[config.mk]
export PLATFORM = sky130hd
export DESIGN_NAME = fubl_core
export DESIGN_NICKNAME = d
export VERILOG_FILES = /design/src/fubl_pkg.sv /design/src/fubl_crc_if.sv /design/src/fubl_crc.sv /design/src/fubl_core.sv
export SDC_FILE = /design/constraint.sdc
export NUM_CORES = 1
export LEC_CHECK = 0
export BUFFER_PORTS_ARGS = -buffer_cell sky130_fd_sc_hd__buf_2
export CELL_PAD_IN_SITES_DETAIL_PLACEMENT = 0
export CELL_PAD_IN_SITES_GLOBAL_PLACEMENT = 1
export CORE_MARGIN = 2
export CORE_UTILIZATION = 40
export CTS_BUF_LIST = sky130_fd_sc_hd__clkbuf_4
export CTS_CLUSTER_SIZE = 12
export DETAILED_ROUTE_END_ITERATION = 8
export PLACE_DENSITY = 0.61
export SETUP_SLACK_MARGIN = 0.3
export SKIP_CTS_REPAIR_TIMING = 1
export SLEW_MARGIN = 5
export SYNTH_ARGS = -nofsm -noshare
export SYNTH_HDL_FRONTEND = slang
export SYNTH_SLANG_ARGS = --single-unit
export TNS_END_PERCENT = 20
[constraint.sdc]
create_clock -name clk -period 7.6 [get_ports clk]
set_input_delay 0.76 -clock clk [delete_from_list [all_inputs] [get_ports clk]]
set_output_delay 0.76 -clock clk [all_outputs]
set_load 0.02 [all_outputs]
[src/fubl_pkg.sv]
// constants, codes and types shared by the boot loader command handler
package fubl_pkg;
  // bus commands and control codes
  localparam logic [7:0] CMD_STATUS = 8'he5;
  localparam logic [7:0] CMD_BOOT = 8'he6;
  localparam logic [7:0] CMD_XFER = 8'he7;
  localparam logic [7:0] BL_ENTER = 8'h01;
  localparam logic [7:0] BL_ERASE = 8'h02;
  localparam logic [7:0] BL_DONE = 8'h03;
  localparam logic [7:0] BL_EXIT = 8'h04;
  localparam logic [7:0] XFER_COUNT = 8'h03;
  // status byte masks
  localparam logic [7:0] ST_ERASED = 8'h01;
  localparam logic [7:0] ST_CRC_BAD = 8'h02;
  localparam logic [7:0] ST_SEQ_ERR = 8'h04;
  localparam logic [7:0] ST_ADDR_ERR = 8'h08;
  localparam logic [7:0] ST_DOWN = 8'h40;
  localparam logic [7:0] ST_BOOT = 8'h80;
  localparam logic [7:0] ST_NONE = 8'h00;
  // byte positions within a write (address byte is position 0)
  localparam logic [7:0] IDX_CMD = 8'h01;
  localparam logic [7:0] IDX_TGT = 8'h02;
  localparam logic [7:0] IDX_DATA = 8'h03;
  localparam logic [7:0] IDX_PAY = 8'h04;
  localparam logic [7:0] IDX_BLEN = 8'h05;
  localparam logic [7:0] IDX_XMIN = 8'h05;
  localparam logic [7:0] IDX_MAX = 8'hff;
  // application space
  localparam int APP_AW = 16;
  localparam logic [APP_AW:0] IMG_MIN = 17'h00002;
  localparam logic [15:0] SEQ_ONE = 16'h0001;
  // readback buffer
  localparam int TX_LEN = 4;
  localparam logic [1:0] TX_LAST = 2'h3;
  // event recorder
  localparam logic [2:0] REC_NUM = 3'h5;
  localparam logic [2:0] REC_LAST = 3'h4;
  // crc engines
  localparam logic [7:0] CRC8_POLY = 8'h07;
  localparam logic [15:0] CRC16_POLY = 16'h1021;
  // apb map
  localparam int APB_AW = 8;
  localparam logic [7:0] A_CFG = 8'h00;
  localparam logic [7:0] A_STAT = 8'h04;
  localparam logic [7:0] A_RSEL = 8'h08;
  localparam logic [7:0] A_RTIME = 8'h0c;
  localparam logic [7:0] A_RDATA = 8'h10;
  localparam logic [7:0] A_RCNT = 8'h14;
  localparam logic [31:0] CFG_RST = 32'h0000_0070;
  localparam int CFG_OTHERS_B = 8;
  localparam int CFG_DOWN_B = 9;
  // timing
  localparam longint CLK_HZ = 200_000_000;
  localparam longint REC_TICK_MS = 1;
  localparam int unsigned REC_TICK_CYC = int'(CLK_HZ / 1000 * REC_TICK_MS);
  typedef enum logic [4:0] {
    P_IDLE = 5'b00001,
    P_CMD = 5'b00010,
    P_BOOT = 5'b00100,
    P_XFER = 5'b01000,
    P_SKIP = 5'b10000
  } fubl_parse_t;
endpackage

[src/fubl_crc_if.sv]
// carrier between the command handler and a crc engine
interface fubl_crc_if #(parameter int W = 8);
  logic clr;
  logic load;
  logic [W-1:0] load_val;
  logic en;
  logic [7:0] data;
  logic [W-1:0] crc;
  modport host(output clr, output load, output load_val, output en, output data, input crc);
  modport eng(input clr, input load, input load_val, input en, input data, output crc);
endinterface

[src/fubl_crc.sv]
// msb-first byte-wide crc engine, init zero
module fubl_crc #(
  parameter int W = 8,
  parameter logic [W-1:0] POLY = '0
) (
  input wire logic clk,
  input wire logic rstn,
  fubl_crc_if.eng c
);
  import fubl_pkg::*;

  function automatic logic [W-1:0] crc_byte(logic [W-1:0] cur, logic [7:0] d);
    logic [W-1:0] r;
    r = cur;
    for (int i = 7; i >= 0; i--) begin
      if (r[W-1] ^ d[i]) begin
        r = (r << 1) ^ POLY;
      end else begin
        r = r << 1;
      end
    end
    return r;
  endfunction

  logic [W-1:0] crc_r;
  assign c.crc = crc_r;

  // clear beats restore beats update
  always_ff @(posedge clk or negedge rstn) begin
    if (!rstn) begin
      crc_r <= '0;
    end else if (c.clr) begin
      crc_r <= '0;
    end else if (c.load) begin
      crc_r <= c.load_val;
    end else if (c.en) begin
      crc_r <= crc_byte(crc_r, c.data);
    end
  end
endmodule // fubl_crc

[src/fubl_core.sv]
// boot loader command handler with event recorder and apb registers
// How it works
// - boot control write: command, target byte, data byte, pec byte
// - data 1 enter with soft reboot, 2 erase, 3 done, 4 exit with watchdog reboot
// - target byte is ignored for enter and exit
// - output is forced off while in the boot block
// - after erase completes, status reads boot plus erased
// - data transfer uploads packets, first sequence number is zero
// - each accepted packet advances the stored sequence number by one
// - transfer readback: count three, sequence low, sequence high, status
// - appended status uses the same encoding as the status query
// - done checks crc-16 over the image against its last two bytes
// - passing check clears the erased bit; boot stays set, as does a crc flag left by an earlier failed check
// - exit starts the application only if all applications are valid
// - after exit the status reads zero
// - any programming error blocks the application start
// - recorder trigger stores a time-stamped snapshot record
// - five records at most, the newest overwrites the oldest
// - status bits: erased, crc, sequence, address, downstream, boot
module fubl_core #(
  parameter int unsigned TICK_CYC = fubl_pkg::REC_TICK_CYC
) (
  input wire logic clk,
  input wire logic rstn,
  input wire logic psel,
  input wire logic penable,
  input wire logic pwrite,
  input wire logic [fubl_pkg::APB_AW-1:0] paddr,
  input wire logic [31:0] pwdata,
  output logic [31:0] prdata,
  output logic pready,
  output logic pslverr,
  input wire logic rx_start,
  input wire logic rx_valid,
  input wire logic [7:0] rx_byte,
  input wire logic rx_stop,
  input wire logic tx_pop,
  output logic [7:0] tx_byte,
  output logic out_disable,
  output logic sw_reboot,
  output logic wdog_reboot,
  output logic erase_req,
  input wire logic erase_done,
  output logic prog_we,
  output logic [fubl_pkg::APP_AW-1:0] prog_addr,
  output logic [7:0] prog_data,
  input wire logic bb_trigger,
  input wire logic [23:0] snap_in
);
  import fubl_pkg::*;

  function automatic logic [7:0] status_of(logic boot, logic ers, logic crcb, logic seqe, logic adre, logic down);
    status_of = (boot ? ST_BOOT : ST_NONE) | (ers ? ST_ERASED : ST_NONE) | (crcb ? ST_CRC_BAD : ST_NONE)
      | (seqe ? ST_SEQ_ERR : ST_NONE) | (adre ? ST_ADDR_ERR : ST_NONE) | (down ? ST_DOWN : ST_NONE);
  endfunction

  fubl_parse_t st_r;
  logic [7:0] idx_r, tgt_r, dat_r, pend_r;
  logic pend_v_r, pkt_seq_bad_r, pkt_addr_bad_r;
  logic [APP_AW:0] addr_r, addr_cm_r;
  logic [15:0] seq_r, crc_cm_r;
  logic in_boot_r, erased_r, erase_pend_r, app_valid_r, crc_bad_r, seq_err_r, addr_err_r;
  logic [31:0] cfg_r;
  logic [7:0] txb_r [TX_LEN];
  logic [1:0] tx_idx_r;
  logic [31:0] tick_r, ms_r;
  logic [31:0] rec_time [REC_NUM];
  logic [31:0] rec_data [REC_NUM];
  logic [2:0] rec_wp_r, rec_cnt_r, rec_sel_r;
  logic [31:0] rdata_w;
  logic hit_w;

  fubl_crc_if #(.W(8)) pec_c();
  fubl_crc_if #(.W(16)) app_c();
  fubl_crc #(.W(8), .POLY(CRC8_POLY)) u_pec (.clk(clk), .rstn(rstn), .c(pec_c.eng));
  fubl_crc #(.W(16), .POLY(CRC16_POLY)) u_app (.clk(clk), .rstn(rstn), .c(app_c.eng));

  wire logic [7:0] status_w = status_of(in_boot_r, erased_r, crc_bad_r, seq_err_r, addr_err_r, cfg_r[CFG_DOWN_B]);
  wire logic any_err = crc_bad_r | seq_err_r | addr_err_r;
  // a message with its own pec appended leaves a zero remainder
  wire logic pec_ok = (pec_c.crc == '0);
  wire logic boot_go = rx_stop && st_r == P_BOOT && idx_r == IDX_BLEN && pec_ok;
  wire logic tgt_hit = (tgt_r == cfg_r[7:0]);
  // enter and exit never look at the target byte
  wire logic enter_go = boot_go && dat_r == BL_ENTER;
  wire logic exit_go = boot_go && dat_r == BL_EXIT && in_boot_r && app_valid_r && cfg_r[CFG_OTHERS_B] && !any_err;
  wire logic erase_go = boot_go && dat_r == BL_ERASE && tgt_hit && in_boot_r;
  wire logic done_go = boot_go && dat_r == BL_DONE && tgt_hit && in_boot_r;
  wire logic xfer_end = rx_stop && st_r == P_XFER && idx_r >= IDX_XMIN;
  wire logic xfer_ok = xfer_end && pec_ok && !pkt_seq_bad_r && !pkt_addr_bad_r;
  wire logic pkt_go = !pkt_seq_bad_r && !pkt_addr_bad_r;
  // the byte before stop is pec, so payload is written one byte late
  wire logic pay_w = rx_valid && st_r == P_XFER && idx_r >= IDX_PAY && pend_v_r && pkt_go;
  wire logic app_wr = pay_w && !addr_r[APP_AW];

  assign pec_c.clr = rx_start;
  assign pec_c.load = 1'b0;
  assign pec_c.load_val = '0;
  assign pec_c.en = rx_valid;
  assign pec_c.data = rx_byte;
  // image crc builds as bytes land; the stored crc tail zeroes it
  assign app_c.clr = erase_go;
  assign app_c.load = xfer_end && !xfer_ok;
  assign app_c.load_val = crc_cm_r;
  assign app_c.en = app_wr;
  assign app_c.data = pend_r;

  always_ff @(posedge clk or negedge rstn) begin
    if (!rstn) begin
      st_r <= P_IDLE;
      idx_r <= '0;
      tgt_r <= '0;
      dat_r <= '0;
    end else if (rx_start) begin
      idx_r <= '0;
      st_r <= (st_r == P_IDLE) ? P_CMD : P_SKIP;
    end else if (rx_stop) begin
      st_r <= P_IDLE;
    end else if (rx_valid) begin
      if (idx_r != IDX_MAX) begin
        idx_r <= idx_r + 8'h01;
      end
      if (st_r == P_CMD && idx_r == IDX_CMD) begin
        st_r <= (rx_byte == CMD_BOOT) ? P_BOOT : (rx_byte == CMD_XFER) ? P_XFER : P_SKIP;
      end
      if (idx_r == IDX_TGT) begin
        tgt_r <= rx_byte;
      end
      if (idx_r == IDX_DATA) begin
        dat_r <= rx_byte;
      end
    end
  end

  always_ff @(posedge clk or negedge rstn) begin
    if (!rstn) begin
      pend_r <= '0;
      pend_v_r <= 1'b0;
      pkt_seq_bad_r <= 1'b0;
      pkt_addr_bad_r <= 1'b0;
      addr_r <= '0;
      prog_we <= 1'b0;
      prog_addr <= '0;
      prog_data <= '0;
    end else begin
      prog_we <= 1'b0;
      if (rx_start) begin
        pend_v_r <= 1'b0;
        pkt_seq_bad_r <= 1'b0;
        pkt_addr_bad_r <= 1'b0;
      end else if (rx_valid && st_r == P_XFER) begin
        if (idx_r == IDX_DATA && ({rx_byte, tgt_r} != seq_r || !in_boot_r)) begin
          pkt_seq_bad_r <= 1'b1;
        end
        if (idx_r >= IDX_PAY) begin
          pend_r <= rx_byte;
          pend_v_r <= 1'b1;
        end
        if (pay_w && addr_r[APP_AW]) begin
          pkt_addr_bad_r <= 1'b1;
        end
        if (app_wr) begin
          prog_we <= 1'b1;
          prog_addr <= addr_r[APP_AW-1:0];
          prog_data <= pend_r;
          addr_r <= addr_r + 17'h00001;
        end
      end else if (erase_go) begin
        addr_r <= '0;
      // a refused packet rewinds; its bytes are rewritten on retry
      end else if (xfer_end && !xfer_ok) begin
        addr_r <= addr_cm_r;
      end
    end
  end

  // boot state, sequence and status flags
  always_ff @(posedge clk or negedge rstn) begin
    if (!rstn) begin
      in_boot_r <= 1'b0;
      out_disable <= 1'b0;
      sw_reboot <= 1'b0;
      wdog_reboot <= 1'b0;
      erase_req <= 1'b0;
      erase_pend_r <= 1'b0;
      erased_r <= 1'b0;
      app_valid_r <= 1'b1;
      crc_bad_r <= 1'b0;
      seq_err_r <= 1'b0;
      addr_err_r <= 1'b0;
      seq_r <= '0;
      addr_cm_r <= '0;
      crc_cm_r <= '0;
    end else begin
      sw_reboot <= 1'b0;
      wdog_reboot <= 1'b0;
      erase_req <= 1'b0;
      if (enter_go) begin
        in_boot_r <= 1'b1;
        out_disable <= 1'b1;
        sw_reboot <= 1'b1;
      end
      if (exit_go) begin
        in_boot_r <= 1'b0;
        out_disable <= 1'b0;
        wdog_reboot <= 1'b1;
      end
      // erase restarts the sequence at zero
      if (erase_go) begin
        erase_req <= 1'b1;
        erase_pend_r <= 1'b1;
        erased_r <= 1'b0;
        app_valid_r <= 1'b0;
        crc_bad_r <= 1'b0;
        seq_err_r <= 1'b0;
        addr_err_r <= 1'b0;
        seq_r <= '0;
        addr_cm_r <= '0;
        crc_cm_r <= '0;
      end else if (erase_done && erase_pend_r) begin
        // erased flag once the flash reports completion
        erased_r <= 1'b1;
        erase_pend_r <= 1'b0;
      end
      if (xfer_end && pec_ok && pkt_seq_bad_r && in_boot_r) begin
        seq_err_r <= 1'b1;
      end
      if (xfer_end && pec_ok && pkt_addr_bad_r) begin
        addr_err_r <= 1'b1;
      end
      if (xfer_ok) begin
        seq_r <= seq_r + SEQ_ONE;
        addr_cm_r <= addr_r;
        crc_cm_r <= app_c.crc;
      end
      // done: zero remainder means the image matches
      if (done_go) begin
        if (crc_cm_r == '0 && addr_cm_r >= IMG_MIN && !seq_err_r && !addr_err_r && !erase_pend_r) begin
          app_valid_r <= 1'b1;
          erased_r <= 1'b0;
        end else begin
          // a failed image is never marked valid
          crc_bad_r <= 1'b1;
        end
      end
    end
  end

  // readback bytes latched when the command byte arrives
  always_ff @(posedge clk or negedge rstn) begin
    if (!rstn) begin
      for (int i = 0; i < TX_LEN; i++) begin
        txb_r[i] <= '0;
      end
      tx_idx_r <= '0;
      tx_byte <= '0;
    end else begin
      if (rx_valid && st_r == P_CMD && idx_r == IDX_CMD) begin
        if (rx_byte == CMD_XFER) begin
          txb_r[0] <= XFER_COUNT;
          txb_r[1] <= seq_r[7:0];
          txb_r[2] <= seq_r[15:8];
          // same status byte as the status query
          txb_r[3] <= status_w;
        end else if (rx_byte == CMD_STATUS) begin
          txb_r[0] <= status_w;
        end
      end
      if (rx_start) begin
        tx_idx_r <= '0;
      end else if (tx_pop && tx_idx_r != TX_LAST) begin
        tx_idx_r <= tx_idx_r + 2'h1;
      end
      tx_byte <= txb_r[tx_idx_r];
    end
  end

  // millisecond time base for record stamps
  always_ff @(posedge clk or negedge rstn) begin
    if (!rstn) begin
      tick_r <= '0;
      ms_r <= '0;
    end else if (tick_r == TICK_CYC - 1) begin
      tick_r <= '0;
      ms_r <= ms_r + 32'h1;
    end else begin
      tick_r <= tick_r + 32'h1;
    end
  end

  // snapshot store; array stands in for the nonvolatile pages
  always_ff @(posedge clk) begin
    if (bb_trigger) begin
      rec_time[rec_wp_r] <= ms_r;
      rec_data[rec_wp_r] <= {status_w, snap_in};
    end
  end

  always_ff @(posedge clk or negedge rstn) begin
    if (!rstn) begin
      rec_wp_r <= '0;
      rec_cnt_r <= '0;
    end else if (bb_trigger) begin
      rec_wp_r <= (rec_wp_r == REC_LAST) ? 3'h0 : rec_wp_r + 3'h1;
      if (rec_cnt_r != REC_NUM) begin
        rec_cnt_r <= rec_cnt_r + 3'h1;
      end
    end
  end

  always_comb begin
    rdata_w = '0;
    hit_w = 1'b1;
    unique case (paddr)
      A_CFG: rdata_w = cfg_r;
      A_STAT: rdata_w = {7'h00, app_valid_r, seq_r, status_w};
      A_RSEL: rdata_w = {29'h0, rec_sel_r};
      A_RTIME: rdata_w = (rec_sel_r < rec_cnt_r) ? rec_time[rec_sel_r] : 32'h0;
      A_RDATA: rdata_w = (rec_sel_r < rec_cnt_r) ? rec_data[rec_sel_r] : 32'h0;
      A_RCNT: rdata_w = {29'h0, rec_cnt_r};
      default: hit_w = 1'b0;
    endcase
  end

  // apb slave with one wait state; write lands on the ready edge
  always_ff @(posedge clk or negedge rstn) begin
    if (!rstn) begin
      pready <= 1'b0;
      prdata <= '0;
      pslverr <= 1'b0;
      cfg_r <= CFG_RST;
      rec_sel_r <= '0;
    end else begin
      pready <= psel && penable && !pready;
      if (psel && penable && !pready) begin
        prdata <= pwrite ? 32'h0 : rdata_w;
        pslverr <= !hit_w;
      end
      if (psel && penable && pready && pwrite) begin
        if (paddr == A_CFG) begin
          cfg_r <= {22'h0, pwdata[9:0]};
        end
        if (paddr == A_RSEL && pwdata[2:0] < REC_NUM) begin
          rec_sel_r <= pwdata[2:0];
        end
      end
    end
  end
endmodule // fubl_core

======== Yosys cells after proc, flatten, opt, wreduce, memory -nomap -nowiden ========
Memories as Yosys holds them, arrays and structs flattened.
Cells that the tools add are included.
Widths: inputs -> output; s select.
operators by class
  bitwise operators ....................... 42
  muxes and demuxes ....................... 130
  $lt $le $gt $ge ......................... 6
  add/subtract/negate cells ............... 8
  reduce and logical (&&, ||, !) cells .... 94
  equality and inequality tests ........... 29
operators with widths
  operator               number
  $mux 16                27
  $mux 8                 25
  $pmux 32 s6            1
  $mux 32                4
  $mux 13                8
  $mux 17                6
  $add 32x1->32 const B  2
  $not 3->3              16
  $logic_and 1x1->1      46
  $mux 1                 36
  $mux 5                 7
  $eq 32x18->1 const B   1
  $eq 8x2->1 const B     4
  $mux 3                 10
  $reduce_bool 2->1      13
  $eq 8x3->1 const B     3
  $eq 8x8->1 const B     3
  $reduce_and 2->1       9
  $add 17x1->17 const B  1
  $ge 17x2->1 const B    1
  $add 16x1->16 const B  1
  $bmux 8 s2             1
  $eq 8x1->1 const B     2
  $eq 8x4->1 const B     2
  other kinds (38)       80
storage, ports and cells
  input bits .............................. 83
  memories ................................ 2
  register bits ........................... 324
  output and inout port bits .............. 71
  logic and storage cells ................. 353
  RAM bits ................................ 320
memories
  name      words  bits a word  read ports  clocked after memory_dff  wr ports  RTL line         RTL
  rec_data  5      32           1           0                         1         fubl_core.sv:68  logic [31:0] rec_data [REC_NUM];
  rec_time  5      32           1           0                         1         fubl_core.sv:67  logic [31:0] rec_time [REC_NUM];

======== Depth between registers and ports, before layout ========
Gate-level depths: netlist of run 1.
  depth in word-level cells ............... 45
  depth in mapped cells ................... 11
  mapped depth without buffers ............ 8

======== Hierarchy ========
From an unflattened synthesis of run 1, not the netlist that was laid out.
second synthesis, totals
  cell total of the unflattened synthesis .. 1909
  area, all modules ....................... 26908.3 µm²
modules (own cells, without submodules)
  module             times used  area an instance (µm²)  cells each  sequential area each (µm²)
  fubl_core          1           25161.6                 1749        16722.3
  fubl_crc at u_app  1           984.7                   99          400.4
  fubl_crc at u_pec  1           762.0                   61          200.2

======== Least setup slack after synthesis of run 1 ========
No wires, ideal clock.
  path kind ............................... in2reg
  start ................................... input port bb_trigger
  end ..................................... memory rec_data[4][0], enable pin
  cell stages on the path ................. 3
  buffers on the path ..................... 1
  path slack .............................. 1.763 ns
  arrival time ............................ 5.279 ns
  setup time .............................. 0.558 ns
  data required time ...................... 7.042 ns
  cells stage by stage .................... clkbuf_1 nand2_1 nor3_1
between the ends
  cells in the longest elaborated chain, start to end .. 2
ends and longest elaborated chain
  what                          RTL line          RTL
  start, declared               fubl_core.sv:47   input wire logic bb_trigger,
  $mux 1                        fubl_core.sv:293  if (bb_trigger) begin
  $mux 1 (implied by the code)  fubl_core.sv:295  rec_data[rec_wp_r] <= {status_w, snap_in};
  end, declared                 fubl_core.sv:68
Every way passes these cells.

======== Final worst setup path of run 1 ========
  start ................................... register idx_r[1]
  end ..................................... register addr_r[16]
between the ends
  cells in the longest elaborated chain, start to end .. 9
  elaborated cells on any way between the ends .. 23
  those cells by class .................... order compare: 2; eq/ne: 2; mux: 2; reduce/logical: 17
ends and longest elaborated chain
  what                            RTL line          RTL
  start, declared                 fubl_core.sv:58   logic [7:0] idx_r, tgt_r, dat_r, pend_r;
  start signal, assigned          fubl_core.sv:121  idx_r <= idx_r + 8'h01;
  $ge 8x3->1                      fubl_core.sv:89   wire logic xfer_end = rx_stop && st_r == P_XFER && idx_r >= IDX_XMIN;
  $logic_and 1x1->1               fubl_core.sv:89
  $logic_and 1x1->1 (3 in a row)  fubl_core.sv:90   wire logic xfer_ok = xfer_end && pec_ok && !pkt_seq_bad_r && !pkt_addr_bad_r;
  $logic_not 1->1                 fubl_core.sv:171  end else if (xfer_end && !xfer_ok) begin
  $logic_and 1x1->1               fubl_core.sv:171
  $reduce_bool 3->1 (no line)     n/a
  $reduce_and 3->1 (no line)      n/a
  end signal, assigned            fubl_core.sv:166  addr_r <= addr_r + 17'h00001;
  end signal, assigned            fubl_core.sv:172  addr_r <= addr_cm_r;
  end, declared                   fubl_core.sv:60   logic [APP_AW:0] addr_r, addr_cm_r;
Parallel ways exist; a longest one is shown, timed or not.
A chain may end at the register's enable or synchronous reset.

==> results of run 1 <==
## power breakdown
part | switching, uW | internal (uW) | total (uW)
sequential | 98.1 | 3880 | 3980
clock | 1430 | 1540 | 2970
combinational | 450 | 263 | 713
total | 1980 | 5690 | 7670
## final cells by class
type                       count  area share
clock buffer                 257      0.0625
sequential                   630       0.561
multi-input combinational   1207       0.293
inverter                      25     0.00304
tap                          864      0.0350
clock inverter                48     0.00685
timing repair buffer         184      0.0371
antenna                       12    0.000973
## flip-flops by register name, indices dropped and copies added (netlist names), 5 cells and up
signal	flops
ms_r	32
prog_addr	16
seq_r	16
addr_r	17
app_c.load_val	16
rec_data	150
u_app.c.crc	16
u_pec.c.crc	8
prog_data	8
prdata	32
app_c.data	8
cfg_r	10
tx_byte	8
addr_cm_r	17
dat_r	8
idx_r	8
st_r	5
tgt_r	8
tick_r	32
rec_time	160
txb_r	28
## per-stage QoR
stage          setup WS (ns)  cell area (sq um)  power (uW)
2_1_floorplan           1.76              26800        4490
3_3_place_gp            3.83              28400        4750
3_5_place_dp            3.78              28400        4770
4_1_cts                 3.78              30600        7780
5_1_grt                 3.57              30900        8060
6_report                3.79              30900        7670
## layer usage
| layer | GRT usage | wire length (um) |
|---|---|---|
| met1 | 0.261 | 30200 |
| met3 | 0.0444 | 3640 |
| met4 | 0.0781 | 1540 |
| met5 | 0 | 13 |
| met2 | 0.329 | 33300 |
## final timing paths
path | cells past startpoint | end | from
worst max-delay path | 9 | addr_r[16] | idx_r[1]
worst min-delay path | 2 | cfg_r[8] | pwdata[8]
worst max register to register | 9 | addr_r[16] | idx_r[1]
worst min register to register | 2 | prog_addr[15] | prog_addr[15]
max in group asynchronous | 3 | ms_r[0] | rstn
min in group asynchronous | 2 | u_pec.c.crc[7] | rstn
## synth_stat cells (9+ instances only)
cell type	instances	share of area
a21o_1	9	0.0025
a21oi_1	27	0.0050
a22o_1	17	0.0056
a22oi_1	31	0.0087
a31oi_1	20	0.0047
and3_1	29	0.0068
and4_1	9	0.0029
buf_1	13	0.0018
buf_2	12	0.0022
clkbuf_1	70	0.0098
dfrtp_1	315	0.29
edfxtp_1	310	0.35
ha_1	15	0.0070
inv_1	24	0.0034
mux2_2	69	0.029
mux2i_1	68	0.025
mux4_2	68	0.057
nand2_1	259	0.036
nand3_1	48	0.0090
nand4_1	27	0.0063
nor2_1	103	0.014
nor2b_1	9	0.0021
nor3_1	18	0.0034
nor4_1	25	0.0058
o21ai_0	70	0.013
o22ai_1	29	0.0068
xnor2_1	83	0.027
xor2_1	59	0.019
## placed cells by master, fill, tap and decap left out, drive strengths merged, types with 29 or more instances in the layout
| cell type | instances |
|---|---|
| dfrtp | 315 |
| edfxtp | 310 |
| nand2 | 260 |
| clkbuf | 257 |
| buf | 156 |
| nor2 | 104 |
| xnor2 | 83 |
| o21ai | 70 |
| mux2 | 69 |
| mux4 | 68 |
| mux2i | 68 |
| xor2 | 59 |
| nand3 | 48 |
| clkinv | 42 |
| a22oi | 31 |
| o22ai | 29 |
| and3 | 29 |
| inv | 29 |
## logic make-up after synthesis
| kind of cell | synth area share |
|---|---|
| buffers and inverters | 0.0184 |
| adders and majority gates | 0.00700 |
| and+or+nand+nor | 0.104 |
| muxes | 0.111 |
| AOI/OAI and AO/OA | 0.0655 |
| xor gates and xnor gates | 0.0480 |
| DFF | 0.646 |
==> run_results.csv, run 1 <==
group,metric,value,unit
global_route,grt_first_pass_wirelength,105000,um
sta,tightest_slew,1.16,ns
power,leakage,0.0129,uW
synth,syn_area,0.0268,sq mm
final_layout,finish.utilization,0.467,
setup_path,path_max_fanout,20,
floorplanning,die_x,263,um
sta,slew_violations,0,
clocking,cts_buffer_depth,3,
synth,ys_seq_area_frac,0.646,
synth,async_reset_ff_frac,0.508,
detailed_routing,num_vias,17300,
sta,final.setup.tns,0,ns
sta,setup_violations,0,
setup_path,cpLargestDelayFamily,"simple AND/OR/NAND/NOR gates",
setup_path,cpMaxStageDelayCell,"or4b_2",
sta,fmax,263,MHz
floorplanning,design.core.area,0.0661,sq mm
floorplanning,io_pins,154,
detailed_routing,firstDrtPassIters,5,
synth,synth-edff-count,310,
clocking,cts_sinks,630,
power,ir_drop,133,uV
global_route,antenna_found_initial,3,
synth,synthesis.nets,2059,
detailed_routing,drtIter0Drc,1087,
setup_path,endpoint_kind,"flip-flop",
synth,synth_warnings,0,
floorplanning,floorplan.initialDensity,0.406,
synth,syn_inst,1961,
synth,syn_avg_cell_area,13.7,sq um
final_layout,ff_latch_area,0.0173,sq mm
global_route,grt_pass1_vias,17700,
detailed_routing,drc,0,
place,dp.cells,2882,
setup_path,cp.required,8.55,ns
final_layout,multi_input_area,0.00904,sq mm
power,powerDensity,248,mW/mm^2
global_route,grt_usage,0.201,
sta,min_period,3.81,ns
final_layout,fin_cells,3227,
clocking,root_buffer,"clkbuf_4",
detailed_routing,wl_per_cell,21.3,um
sta,finalHoldViolations,0,
global_route,overflow,0,
synth,ys_seq_elements,630,
final_layout,area_growth_syn_to_layout,15.1,%
final_layout,nNetsFinal,2317,
global_route,grt_max_degree,145,
final_layout,final.fill_count,6051,
final_layout,drive_above_1_share,0.253,
sta,period_share,0.501,
setup_path,reg2reg_slack,3.79,ns
setup_path,critPathArrivalTime,4.75,ns
detailed_routing,viasPerCell,5.35,
setup_path,max_stage_delay,0.59,ns
floorplanning,std_cell_rows,94,
floorplanning,dieArea,0.0692,sq mm
synth,synth_ff_type,"dfrtp_1",
place,place_hpwl,42800,um
place,io_buffers,131,
detailed_routing,postRouteAntennaNets,0,
setup_path,crit_type,"reg2reg",
clocking,clkTransAtPathRegs,0.07,ns
place,place.gp.congestion,0.790,
hold_path,worstHoldPathType,"in2reg",
clocking,cts_made_buffers,171,
clocking,cts_tree,"yes",
synth,synth.distinct_cells,70,
detailed_routing,drt-total-wl,68800,um
flow_run,maxCapViolations,0,
sta,skew,0.0643,ns
setup_path,path_cells,"inv_1 -> ha_1 -> or4b_2 -> nor4_1 -> and4b_1 -> nand2_1 -> buf_4 -> a211o_1 -> a22o_1",
sta,max-slew-margin-rel,0.226,
floorplanning,die_h,263,um
sta,timing.hold.ws,0.0317,ns
outcome,status,"finished, final reports clean",
setup_path,start_kind,"flip-flop",
setup_path,worst-path-buf-inv,2,
clocking,h-tree-depth,4,
clocking,clock_latency,1.05,ns
sta,rsz0062_at_grt,"false",
Power figures use the tool's default switching activity.
==> run 2: changes to the inputs <==
clock period = 3.8 ns   (was 7.6 ns; I/O delays follow)
==> run_results.csv, run 2 (same netlist as run 1, synthesis figures left out) <==
group,metric,value,unit
detailed_routing,drt-total-wl,69200,um
setup_path,path_cells,"inv_1 -> ha_1 -> or4b_2 -> nor4_2 -> and4b_1 -> and3_1 -> nor2_2 -> o31ai_1",
power,ir_drop,292,uV
setup_path,worst-path-buf-inv,1,
setup_path,max_stage_delay,0.61,ns
hold_path,worstHoldPathType,"in2reg",
sta,rsz0062_at_grt,"false",
clocking,clock_latency,1.02,ns
place,dp.cells,2916,
final_layout,drive_above_1_share,0.269,
clocking,cts_tree,"yes",
outcome,status,"finished, final reports clean",
global_route,overflow,0,
sta,finalHoldViolations,0,
detailed_routing,firstDrtPassIters,7,
clocking,cts_sinks,630,
final_layout,area_growth_syn_to_layout,18.4,%
clocking,h-tree-depth,4,
detailed_routing,wl_per_cell,21.0,um
global_route,grt_usage,0.202,
power,powerDensity,494,mW/mm^2
setup_path,cpMaxStageDelayCell,"or4b_2",
setup_path,critPathArrivalTime,3.90,ns
floorplanning,floorplan.initialDensity,0.406,
final_layout,final_cell_mix,"312 x dfrtp_1, 310 x edfxtp_1, 280 x clkbuf_4",
sta,slew_violations,0,
global_route,grt_pass1_vias,17800,
detailed_routing,postRouteAntennaNets,0,
setup_path,path_max_fanout,10,
detailed_routing,drtIter0Drc,1181,
final_layout,nNetsFinal,2386,
clocking,root_buffer,"clkbuf_4",
power,leakage,0.0133,uW
final_layout,reg_top3,"rec_time (160), rec_data (150)",
sta,max-slew-margin-rel,0.306,
floorplanning,std_cell_rows,94,
sta,final.setup.tns,0,ns
place,place_area,0.0288,sq mm
place,place_hpwl,44100,um
global_route,grt_first_pass_wirelength,107000,um
flow_run,maxCapViolations,0,
clocking,clkTransAtPathRegs,0.07,ns
final_layout,top_register,"rec_time",
detailed_routing,viasPerCell,5.27,
setup_path,start_kind,"flip-flop",
sta,min_period,3.04,ns
sta,tightest_slew,1.03,ns
setup_path,endpoint_kind,"flip-flop",
final_layout,final_area,0.0318,sq mm
place,io_buffers,131,
setup_path,crit_type,"reg2reg",
sta,setup_violations,0,
final_layout,fin_cells,3300,
sta,fmax,329,MHz
global_route,antenna_found_initial,2,
clocking,cts_buffer_depth,3,
floorplanning,dieArea,0.0692,sq mm
detailed_routing,drc,0,
final_layout,final_common_cell,"dfrtp_1",
sta,period_share,0.799,
detailed_routing,num_vias,17400,
floorplanning,die_x,263,um
floorplanning,io_pins,154,
final_layout,largest_reg_flops,160,
sta,skew,0.0666,ns
global_route,grt_max_degree,120,
power,p_total,15700,uW
floorplanning,die_h,263,um
setup_path,cpLargestDelayFamily,"simple AND/OR/NAND/NOR gates",
clocking,cts_made_buffers,174,
setup_path,cp.required,4.67,ns
place,place.gp.congestion,0.805,
floorplanning,design.core.area,0.0661,sq mm
## run 2: area by class of cell
type / instances / area (sq um)
well taps: 864 / 1080
clock buffers: 280 / 2100
fillers: 5937 / 34300
diodes: 6 / 15.0
clock inverters: 38 / 181
flip-flops and latches: 630 / 17300
inverters: 25 / 93.8
repair buffers: 250 / 1900
multi-input cells: 1207 / 9050
## run 2: routing by layer
metal  vias up  wire length (um)  track usage
met2       416             33200        0.324
met1      8778             31200        0.271
met3       104              3440       0.0462
li1       8093                 -            -
met5         -                 0            0
met4         0              1340       0.0712
## run 2: where the power goes
part / switching (uW) / leakage [uW] / total (uW) / internal [uW]
clock network: 2870 / 0.00137 / 6210 / 3330
registers: 202 / 0.00726 / 7960 / 7760
logic: 911 / 0.00469 / 1520 / 608
total: 3990 / 0.0133 / 15700 / 11700
## run 2: tightest hold or removal path, cell delays in order
cell	delay, ns
buf_2	0.26
nor2_1	0.24
a22oi_1	0.09
nand2_1	0.06
## run 2: final timing paths
check                        startpoint      endpoint  slack, ns  cells past startpoint
setup / recovery               idx_r[1]     addr_r[0]       0.76                      8
hold / removal                 paddr[2]     prdata[4]       0.07                      4
setup reg to reg               idx_r[1]     addr_r[0]       0.76                      8
hold reg to reg            prog_addr[6]  prog_addr[6]       0.47                      2
max in group asynchronous          rstn  prog_addr[3]       2.76                      3
min in group asynchronous          rstn     txb_r[11]       0.11                      2
## run 2: through the flow
step / worst slack [ns] / hold WS [ns] / util
after global routing: 0.491 / 0.00910 / 0.480
after global placement: 0.656 / 0.454 / 0.436
after CTS: 0.546 / -0.557 / 0.471
final: 0.764 / 0.0684 / 0.480
after detailed placement: 0.619 / 0.458 / 0.436
after floorplan: -0.210 / 0.0844 / -
